==> src/pcfg_params.svh <==
// Register offsets, reset values and page codes of the port configuration block
`ifndef PCFG_PARAMS_SVH
`define PCFG_PARAMS_SVH
`define PCFG_ADDR_P2_LATCH    8'ha0
`define PCFG_ADDR_P2_OUTTYPE  8'ha6
`define PCFG_ADDR_P3_LATCH    8'hb0
`define PCFG_ADDR_P2_BYPASS   8'hd6
`define PCFG_ADDR_P2_ANALOG   8'hf3
`define PCFG_ADDR_P2_DRIVE    8'hfb
`define PCFG_RST_P2_LATCH     8'hff
`define PCFG_RST_P2_OUTTYPE   8'h00
`define PCFG_RST_P3_LATCH     8'hff
`define PCFG_RST_P2_BYPASS    8'h00
`define PCFG_RST_P2_ANALOG    8'hff
`define PCFG_RST_P2_DRIVE     8'h00
`define PCFG_PAGE_CONFIG      8'h0f
`define PCFG_BYTE_BITS        8
`endif

==> src/pcfg_pkg.sv <==
// Types shared by the port configuration block
package pcfg_pkg;
	`include "pcfg_params.svh"
	typedef logic [`PCFG_BYTE_BITS-1:0] pcfg_byte_t;
	typedef logic [2:0]                 pcfg_bit_t;
endpackage : pcfg_pkg

==> src/pcfg_pin_cell.sv <==
// Per-pin output control for one port pin
`timescale 1ns/1ps
module pcfg_pin_cell
	import pcfg_pkg::*;
(
	input  wire logic sys_clk,
	input  wire logic rst_n,
	input  wire logic latch_bit,
	input  wire logic digital_bit,
	input  wire logic push_pull_bit,
	input  wire logic drive_bit,
	input  wire logic pin_in,
	output logic      pin_out,
	output logic      pin_oe,
	output logic      pullup_en,
	output logic      rx_en,
	output logic      strong_drive,
	output logic      pin_level
);
	logic out_d, oe_d, pu_d, rx_d, drv_d, lvl_d;
	logic out_q, oe_q, pu_q, rx_q, drv_q, lvl_q;

	// Driver style; analog mode forces every output but pin_out off
	always_comb begin
		out_d = latch_bit;
		oe_d  = digital_bit & (push_pull_bit | ~latch_bit);
		pu_d  = digital_bit & ~push_pull_bit & latch_bit;
		rx_d  = digital_bit;
		drv_d = digital_bit & drive_bit;
		lvl_d = digital_bit & pin_in;
	end

	// Outputs come from flops; pin level reads one cycle late
	always_ff @(posedge sys_clk or negedge rst_n) begin
		if (!rst_n) begin
			out_q <= 1'b1;
			oe_q  <= 1'b0;
			pu_q  <= 1'b0;
			rx_q  <= 1'b0;
			drv_q <= 1'b0;
			lvl_q <= 1'b0;
		end else begin
			out_q <= out_d;
			oe_q  <= oe_d;
			pu_q  <= pu_d;
			rx_q  <= rx_d;
			drv_q <= drv_d;
			lvl_q <= lvl_d;
		end
	end

	assign pin_out      = out_q;
	assign pin_oe       = oe_q;
	assign pullup_en    = pu_q;
	assign rx_en        = rx_q;
	assign strong_drive = drv_q;
	assign pin_level    = lvl_q;
endmodule : pcfg_pin_cell

==> src/pcfg_port.sv <==
// Port 2 configuration registers and port 3 data latch
`timescale 1ns/1ps
////////////////////////////////////////////////////////////////////////////////
// What this block does
// - Writing a port data register loads each bit into that pin's latch.
// - Reading a port data register returns pin levels, not latch contents.
// - Port data registers work on every page and allow single-bit writes.
// - Port 2 configuration registers respond only when page F is selected.
// - Analog pins lose weak pullup, digital driver and digital receiver.
// - Analog select bit 0 makes the pin analog; 1 keeps it digital.
// - Output-type bit is ignored while the pin is analog.
// - Output-type bit 0 gives open-drain, 1 gives push-pull.
// - Bypass bit 1 makes the crossbar skip that pin; 0 leaves it free.
// - Drive-level bit 0 selects low strength, 1 selects high strength.
module pcfg_port
	import pcfg_pkg::*;
(
	input  wire logic       sys_clk,
	input  wire logic       rstn,
	input  wire pcfg_byte_t sfr_addr,
	input  wire pcfg_byte_t sfr_page,
	input  wire logic       sfr_wr,
	input  wire pcfg_byte_t sfr_wdata,
	input  wire logic       sfr_bit_wr,
	input  wire pcfg_bit_t  sfr_bit_sel,
	input  wire logic       sfr_bit_val,
	input  wire logic       sfr_rd,
	output pcfg_byte_t      sfr_rdata,
	output logic            sfr_rvalid,
	input  wire pcfg_byte_t p2_pin_in,
	output pcfg_byte_t      p2_pin_out,
	output pcfg_byte_t      p2_pin_oe,
	output pcfg_byte_t      p2_pullup_en,
	output pcfg_byte_t      p2_rx_en,
	output pcfg_byte_t      p2_strong_drive,
	output pcfg_byte_t      p2_xbar_skip,
	input  wire pcfg_byte_t p3_pin_in,
	output pcfg_byte_t      p3_pin_out
);
	////////////////////////////////////////////////////////////////////////////
	// Reset release; assertion is immediate, release waits two edges so that
	// no flop leaves reset on an edge that the raw release could straddle
	logic rst_meta_d, rst_meta_q, rst_n_d, rst_n;
	always_comb begin
		rst_meta_d = 1'b1;
		rst_n_d    = rst_meta_q; // Only the second stage reads the first
	end

	always_ff @(posedge sys_clk or negedge rstn) begin
		if (!rstn) begin
			rst_meta_q <= 1'b0;
			rst_n      <= 1'b0;
		end else begin
			rst_meta_q <= rst_meta_d;
			rst_n      <= rst_n_d;
		end
	end

	////////////////////////////////////////////////////////////////////////////
	// Address decode
	// Data latches answer on every page; configuration registers only on the
	// configuration page, so a stray page value cannot reconfigure a pin
	logic cfg_page, hit_p2, hit_p3, hit_out, hit_byp, hit_ana, hit_drv;
	always_comb begin
		cfg_page = (sfr_page == `PCFG_PAGE_CONFIG);
		hit_p2   = (sfr_addr == `PCFG_ADDR_P2_LATCH);
		hit_p3   = (sfr_addr == `PCFG_ADDR_P3_LATCH);
		hit_out  = cfg_page && (sfr_addr == `PCFG_ADDR_P2_OUTTYPE);
		hit_byp  = cfg_page && (sfr_addr == `PCFG_ADDR_P2_BYPASS);
		hit_ana  = cfg_page && (sfr_addr == `PCFG_ADDR_P2_ANALOG);
		hit_drv  = cfg_page && (sfr_addr == `PCFG_ADDR_P2_DRIVE);
	end

	////////////////////////////////////////////////////////////////////////////
	// Write strobes; a byte write wins over a bit write in the same cycle,
	// so a bit change is never half applied on top of a byte store
	logic wr_p2, wr_p3, wr_out, wr_byp, wr_ana, wr_drv, bit_p2, bit_p3;
	always_comb begin
		wr_p2  = sfr_wr && hit_p2;
		wr_p3  = sfr_wr && hit_p3;
		wr_out = sfr_wr && hit_out;
		wr_byp = sfr_wr && hit_byp;
		wr_ana = sfr_wr && hit_ana;
		wr_drv = sfr_wr && hit_drv;
		bit_p2 = !sfr_wr && sfr_bit_wr && hit_p2;
		bit_p3 = !sfr_wr && sfr_bit_wr && hit_p3;
	end

	////////////////////////////////////////////////////////////////////////////
	// Registers
	pcfg_byte_t p2_latch_q, p3_latch_q, out_type_q, bypass_q, analog_q, drive_q;
	pcfg_byte_t p2_latch_d, p3_latch_d, out_type_d, bypass_d, analog_d, drive_d;
	pcfg_byte_t bit_mask;

	// Byte writes replace a register; bit writes touch only the data latches
	always_comb begin
		bit_mask   = pcfg_byte_t'(8'h01 << sfr_bit_sel);
		p2_latch_d = p2_latch_q;
		p3_latch_d = p3_latch_q;
		out_type_d = out_type_q;
		bypass_d   = bypass_q;
		analog_d   = analog_q;
		drive_d    = drive_q;
		if (wr_p2)  p2_latch_d = sfr_wdata;
		if (wr_p3)  p3_latch_d = sfr_wdata;
		if (wr_out) out_type_d = sfr_wdata;
		if (wr_byp) bypass_d   = sfr_wdata;
		if (wr_ana) analog_d   = sfr_wdata;
		if (wr_drv) drive_d    = sfr_wdata;
		// Read-modify-write on the latch, never on the pin level, so a pin
		// held low from outside cannot clear its neighbours' latch bits
		if (bit_p2)
			p2_latch_d = sfr_bit_val ? (p2_latch_q | bit_mask)
			                         : (p2_latch_q & ~bit_mask);
		if (bit_p3)
			p3_latch_d = sfr_bit_val ? (p3_latch_q | bit_mask)
			                         : (p3_latch_q & ~bit_mask);
	end

	// Port 2 pins come up digital, open-drain and high, so each one idles on its
	// weak pullup until software configures it
	always_ff @(posedge sys_clk or negedge rst_n) begin
		if (!rst_n) begin
			p2_latch_q <= `PCFG_RST_P2_LATCH;
			p3_latch_q <= `PCFG_RST_P3_LATCH;
			out_type_q <= `PCFG_RST_P2_OUTTYPE;
			bypass_q   <= `PCFG_RST_P2_BYPASS;
			analog_q   <= `PCFG_RST_P2_ANALOG;
			drive_q    <= `PCFG_RST_P2_DRIVE;
		end else begin
			p2_latch_q <= p2_latch_d;
			p3_latch_q <= p3_latch_d;
			out_type_q <= out_type_d;
			bypass_q   <= bypass_d;
			analog_q   <= analog_d;
			drive_q    <= drive_d;
		end
	end

	////////////////////////////////////////////////////////////////////////////
	// Port 2 pin cells, one per pin
	// Each cell keeps its own flops, so pad controls never glitch while the
	// address decode settles; the cost is one cycle from write to pin
	pcfg_byte_t p2_level;
	genvar gi;
	generate
		for (gi = 0; gi < `PCFG_BYTE_BITS; gi++) begin : g_pin
			pcfg_pin_cell u_cell (
				.sys_clk      (sys_clk),
				.rst_n        (rst_n),
				.latch_bit    (p2_latch_q[gi]),
				.digital_bit  (analog_q[gi]),
				.push_pull_bit(out_type_q[gi]),
				.drive_bit    (drive_q[gi]),
				.pin_in       (p2_pin_in[gi]),
				.pin_out      (p2_pin_out[gi]),
				.pin_oe       (p2_pin_oe[gi]),
				.pullup_en    (p2_pullup_en[gi]),
				.rx_en        (p2_rx_en[gi]),
				.strong_drive (p2_strong_drive[gi]),
				.pin_level    (p2_level[gi])
			);
		end
	endgenerate

	////////////////////////////////////////////////////////////////////////////
	// Crossbar skip and port 3 drive
	// One more flop stage so that every output leaves a flop; the price is
	// one cycle of latency, matching the two-edge delay of the port 2 pins
	pcfg_byte_t skip_d, skip_q, p3_out_d, p3_out_q;
	always_comb begin
		skip_d   = bypass_q;
		p3_out_d = p3_latch_q;
	end

	always_ff @(posedge sys_clk or negedge rst_n) begin
		if (!rst_n) begin
			skip_q   <= `PCFG_RST_P2_BYPASS;
			p3_out_q <= `PCFG_RST_P3_LATCH;
		end else begin
			skip_q   <= skip_d;
			p3_out_q <= p3_out_d;
		end
	end
	assign p2_xbar_skip = skip_q;
	assign p3_pin_out   = p3_out_q;

	////////////////////////////////////////////////////////////////////////////
	// Read path; data registers return pin levels
	pcfg_byte_t rdata_d, rdata_q;
	logic       rvalid_d, rvalid_q;
	// Read data hold until the next read, so a slow reader may take them late;
	// every read, mapped or not, gets a one-cycle valid
	always_comb begin
		rdata_d  = rdata_q;
		rvalid_d = sfr_rd;
		if (sfr_rd) begin
			rdata_d = 8'h00; // Unmapped and off-page reads return zero
			// Port 3 has no analog select here, so its pins read back raw
			if (hit_p2)       rdata_d = p2_level;
			else if (hit_p3)  rdata_d = p3_pin_in;
			else if (hit_out) rdata_d = out_type_q;
			else if (hit_byp) rdata_d = bypass_q;
			else if (hit_ana) rdata_d = analog_q;
			else if (hit_drv) rdata_d = drive_q;
		end
	end

	always_ff @(posedge sys_clk or negedge rst_n) begin
		if (!rst_n) begin
			rdata_q  <= 8'h00;
			rvalid_q <= 1'b0;
		end else begin
			rdata_q  <= rdata_d;
			rvalid_q <= rvalid_d;
		end
	end
	assign sfr_rdata  = rdata_q;
	assign sfr_rvalid = rvalid_q;
endmodule : pcfg_port

==> config.mk <==
export PLATFORM = sky130hd
export DESIGN_NAME = pcfg_port
export DESIGN_NICKNAME = d
export VERILOG_FILES = /design/src/pcfg_pkg.sv /design/src/pcfg_pin_cell.sv /design/src/pcfg_port.sv
export VERILOG_INCLUDE_DIRS = /design/src
export SDC_FILE = /design/constraint.sdc
export NUM_CORES = 1
export LEC_CHECK = 0
export BUFFER_PORTS_ARGS = -buffer_cell sky130_fd_sc_hd__buf_2
export CORE_ASPECT_RATIO = 0.75
export CORE_MARGIN = 2
export CORE_UTILIZATION = 48
export DETAILED_ROUTE_END_ITERATION = 7
export PLACE_DENSITY = 0.78
export SYNTH_ARGS = -nofsm -noshare
export SYNTH_HDL_FRONTEND = slang
export SYNTH_HIERARCHICAL = 1
export SYNTH_SLANG_ARGS = --single-unit
==> constraint.sdc <==
create_clock -name sys_clk -period 3.9 [get_ports sys_clk]
set_clock_uncertainty 0.2 [all_clocks]
set_input_delay 0.975 -clock sys_clk [delete_from_list [all_inputs] [get_ports sys_clk]]
set_output_delay 0.975 -clock sys_clk [all_outputs]
set_load 0.05 [all_outputs]
# After elaboration in Yosys (flattened, before gate mapping)
# Index checks and enable logic that the tools add are counted.
# word_totals
ff_bits,123
input_bits,49
word_cells,165
# classes
n_eq_ne,7
shifts,1
n_mux,12
bitwise_logic,69
n_reduce_logical,16
# ops
op,count
8-bit 2-to-1 mux,12
8-bit == test (second input constant),6
1-bit AND,40
8-bit AND,2
1-bit inverter,16
8-bit OR,2
1-bit logical AND,13
8-bit by 4-bit == test with 1-bit output (second input constant),1
8-bit inverter,1
1-bit OR,8
1-bit by 3-bit left shift with 8-bit output (first input constant),1
2-bit nonzero test,2
1-bit logical NOT,1

# Logic depth before layout (Yosys ltp)
# depth
depth_word,8
ltp_mapped,6
mapped_depth_nobuf,4

# Modules after synthesis
# Netlist, hierarchy kept.
# by_module_without_submodules
module,instances,cells_each,area_each_um2
pcfg_port,1,272,3400.8
pcfg_pin_cell,8,11,185.2

# Least setup slack after synthesis
# OpenSTA, ideal clock, no wires.
# synth_path
path_kind,input-to-reg
from,input sfr_page[5]
to,register drive_q[0]
arrival_ns,2.669
t_required_ns,3.575
setup_slack_ns,0.907
cell_stages,5
n_path_buf,1
cell_sequence,or4_1 > buf_2 > nor4_4 > nand3_4 > mux2_2
# synth_between
elab_chain_len,3
# synth_lines
element,line,text
start: declaration,pcfg_port.sv:21,"input wire pcfg_byte_t sfr_page,"
8-bit by 4-bit == test with 1-bit output (no line),-,
1-bit logical AND,pcfg_port.sv:71,hit_drv = cfg_page && (sfr_addr == `PCFG_ADDR_P2_DRIVE);
1-bit logical AND,pcfg_port.sv:84,wr_drv = sfr_wr && hit_drv;
end signal: assignment,pcfg_port.sv:129,drive_q <= `PCFG_RST_P2_DRIVE;
end signal: assignment,pcfg_port.sv:136,drive_q <= drive_d;
end: declaration,pcfg_port.sv:91,"pcfg_byte_t p2_latch_q, p3_latch_q, out_type_q, bypass_q, analog_q, drive_q;"
# Every way passes these cells.
# A chain may end at the register's enable or synchronous reset.

# Worst setup path after layout
# layout_path
from,input sfr_page[5]
to,register analog_q[4]
# layout_between
elab_chain_len,3
# layout_lines
element,line,text
8-bit by 4-bit == test with 1-bit output (no line),-,
1-bit logical AND,pcfg_port.sv:70,hit_ana = cfg_page && (sfr_addr == `PCFG_ADDR_P2_ANALOG);
1-bit logical AND,pcfg_port.sv:83,wr_ana = sfr_wr && hit_ana;
end signal: assignment,pcfg_port.sv:128,analog_q <= `PCFG_RST_P2_ANALOG;
end signal: assignment,pcfg_port.sv:135,analog_q <= analog_d;
end: declaration,pcfg_port.sv:91,
# Every way passes these cells.

==> metrics.md <==
| Metric | Value |
|---|---|
| Register area share after synthesis | 64.1% |
| DRC viols | 0 |
| CTS tree | done |
| Fmax | 355 MHz |
| WP data required | 4.03 ns |
| I/O Buffers | 113 |
| Commonest register cell after synthesis | dfrtp_1 |
| Synth top cells by count | 83 x dfrtp_1, 40 x dfstp_2, 40 x mux2_2 |
| CTS Hold Bufs | 0 |
| Placed instance area | 5640 um^2 |
| Drt total wl | 11.7 mm |
| #FFs+latches synth | 123 |
| Vias in the first global route | 3690 |
| Post-synth EDFFs | 0 |
| Clock root buffer master | clkbuf_16 |
| Mapped cell area | 4880 um^2 |
| Post-CTS Setup Bufs | 0 |
| PnR Total Power | 3090 uW |
| First-pass DRT Iterations | 5 |
| Final cell count without fillers | 636 |
| Synth cell types | 38 |
| Maxcap violations | 0 |
| Filler cells | 759 |
| Register area | 3130 um^2 |
| Slew HR | 33.4% |
| Placed Instances | 604 |
| Max clock buf depth | 2 |
| Kind of critical path | in2reg |
| Via-to-Cell Ratio | 5.47 |
| FF-to-FF Start | rst_n$_DFF_PN0_ |
| Critical Path Source Type | input port |
| Mapped Nets | 409 |
| Initial antenna violation count | 0 |
| Reg clk slew, reported paths | 0.05 ns |
| Core Region | 9770 um^2 |
| Ratio of cells with drive above 1 in the final layout | 48.8% |
| Skew-Pair Late Insertion Delay | 0.41 ns |
| Syn Area/Cell | 13.6 um^2 |
| Max Slew Vio Count | 0 |
| Post-synth ARST share | 100% |
| Vias post-DR | 3482 |
| I/O pin count | 114 |
| GRT overflow | 0 |
| Largest net degree at the start of global routing | 80 |
| Die X | 120 um |
| Diode count | 0 |
| Final setup vio count | 0 |
| Die area | 11000 um^2 |
| Worst-case vdd ir drop | 0.262 mV |
| Count leader, synth | dfrtp_1 |
| Gr usage total | 23.0% |
| # H-tree levels | 4 |
| Least-Margin Pin Slew | 0.998 ns |
| Hold WC Path Type | in2async |
| Crit path max fanout | 8 |
| Fin crit share | 72.3% |
| Flop-to-flop setup slack | 2.28 ns |
| Chip height | 91.3 um |
| Worst r2r dst | analog_q[4]$_DFFE_PN1P_ |
| Crit path DAT | 2.95 ns |
| Initial drt markers | 347 |
| RSZ-0062 raised after global routing | no |
| CTS buffer count | 17 |
| Synth Instances | 360 |
| First-pass GRT wire length | 19.1 mm |
| Layout Nets | 540 |
| Worst r2r path cells | 1 |
| Setup crit end kind | register |
| Clock Sinks | 123 |
| Area grow syn2layout | 27.2% |
| Lkg Pwr | 0.00314 uW |
| Power Dens Cells | 498 nW/um^2 |
| Post-route ant nets | 0 |
| Final Cell Area | 6210 um^2 |
| Ranking of synthesized cells by area | dfrtp_1 43%, dfstp_2 22%, mux2_2 9.2%, nand2b_1 2.6%, a21oi_1 2.4% |
| PostCTS Resize Cnt | 0 |
| Warnings from Yosys | 6 |
| DR WL/cell | 18.4 um |
| Outcome | completed |
| GP Congestion | 0.876 |
| Synth top area share | 42.5% |
| Area leader, netlist | dfrtp_1 |
| Row count | 31 |
| Fin. Hold Viols | 0 |
| Final HPWL DP | 8.36 mm |
| Min Tclk post-route | 2.82 ns |
| Final setup TNS | 0 ns |
| Initial Util | 49.9% |
| Multi-input gate area in the final layout | 1680 um^2 |
==> metal layers <==
layer	track usage (%)	wire (um)	up-vias
met1	32.7	5170	1749
met3	6.53	948	19
li1	-	-	1574
met5	0	0	-
met2	33.0	5410	140
met4	10.2	159	0
==> critical path: stages <==
cell,delay (ns)
buf_2,0.09
or4_1,0.68
nor4_4,0.61
nand3b_4,0.26
mux2_2,0.34
==> power by group <==
| part | internal, uW | switching, uW |
|---|---|---|
| logic | 63.8 | 167 |
| registers | 1340 | 41.6 |
| clock network | 955 | 519 |
| total | 2360 | 727 |
==> kinds of logic (layout without fill, tap and decap cells) <==
kind of cell	Yosys count	in the layout	synth area share, %
and+or+nand+nor	82	82	11.8
muxes	48	48	10.9
AOI/OAI and AO/OA	87	87	11.7
DFF	123	123	64.1
other	1	1	0.0768
buffers and inverters	19	163	1.49
==> cell type report <==
type                            instances  share of cell area (%)
Multi-Input combinational cell        218                    27.1
Clock buffer                           25                    8.14
Tap cell                              132                    2.66
Inverter                               11                   0.665
Timing Repair Buffer                  120                    9.96
Clock inverter                          7                    1.05
Sequential cell                       123                    50.4
==> worst max-delay path by stage <==
stage,to,startpoint
after detailed placement,analog_q[4]$_DFFE_PN1P_,sfr_page[5]
final,analog_q[4]$_DFFE_PN1P_,sfr_page[5]
after global routing,register,sfr_addr[3]
after floorplan,bypass_q[0]$_DFFE_PN0P_,rst_n$_DFF_PN0_
after CTS,analog_q[4]$_DFFE_PN1P_,sfr_page[5]
after global placement,analog_q[5]$_DFFE_PN1P_,sfr_page[5]
==> through the flow <==
| stage | hold slack [ns] | setup WS (ns) | util, % |
|---|---|---|---|
| after floorplan | 0.131 | 0.0894 | - |
| after CTS | 0.130 | 1.10 | 63.5 |
| after detailed placement | 0.137 | 0.666 | 57.7 |
| after global routing | 0.127 | 1.03 | 63.5 |
| after global placement | 0.137 | 0.756 | 57.7 |
| final | 0.143 | 1.08 | 63.5 |
==> layout by cell type, fill, tap and decap left out, types with 6 or more instances in the layout <==
cell type,synthesis,layout
o21ai_0,14,14
mux2i_1,8,8
dfstp_2,40,40
mux2_2,40,40
nand2b_1,20,20
a221oi_1,8,8
inv_1,11,11
a21oi_1,23,23
a31oi_1,17,17
a22oi_1,7,7
and2_1,17,17
buf_4,0,7
dfrtp_1,83,82
nor2_1,8,8
and3_1,8,8
o22ai_1,8,8
nand2_1,6,6
clkbuf_16,0,17
a21boi_2,8,8
buf_2,1,113
Power figures use the tool's default switching activity.
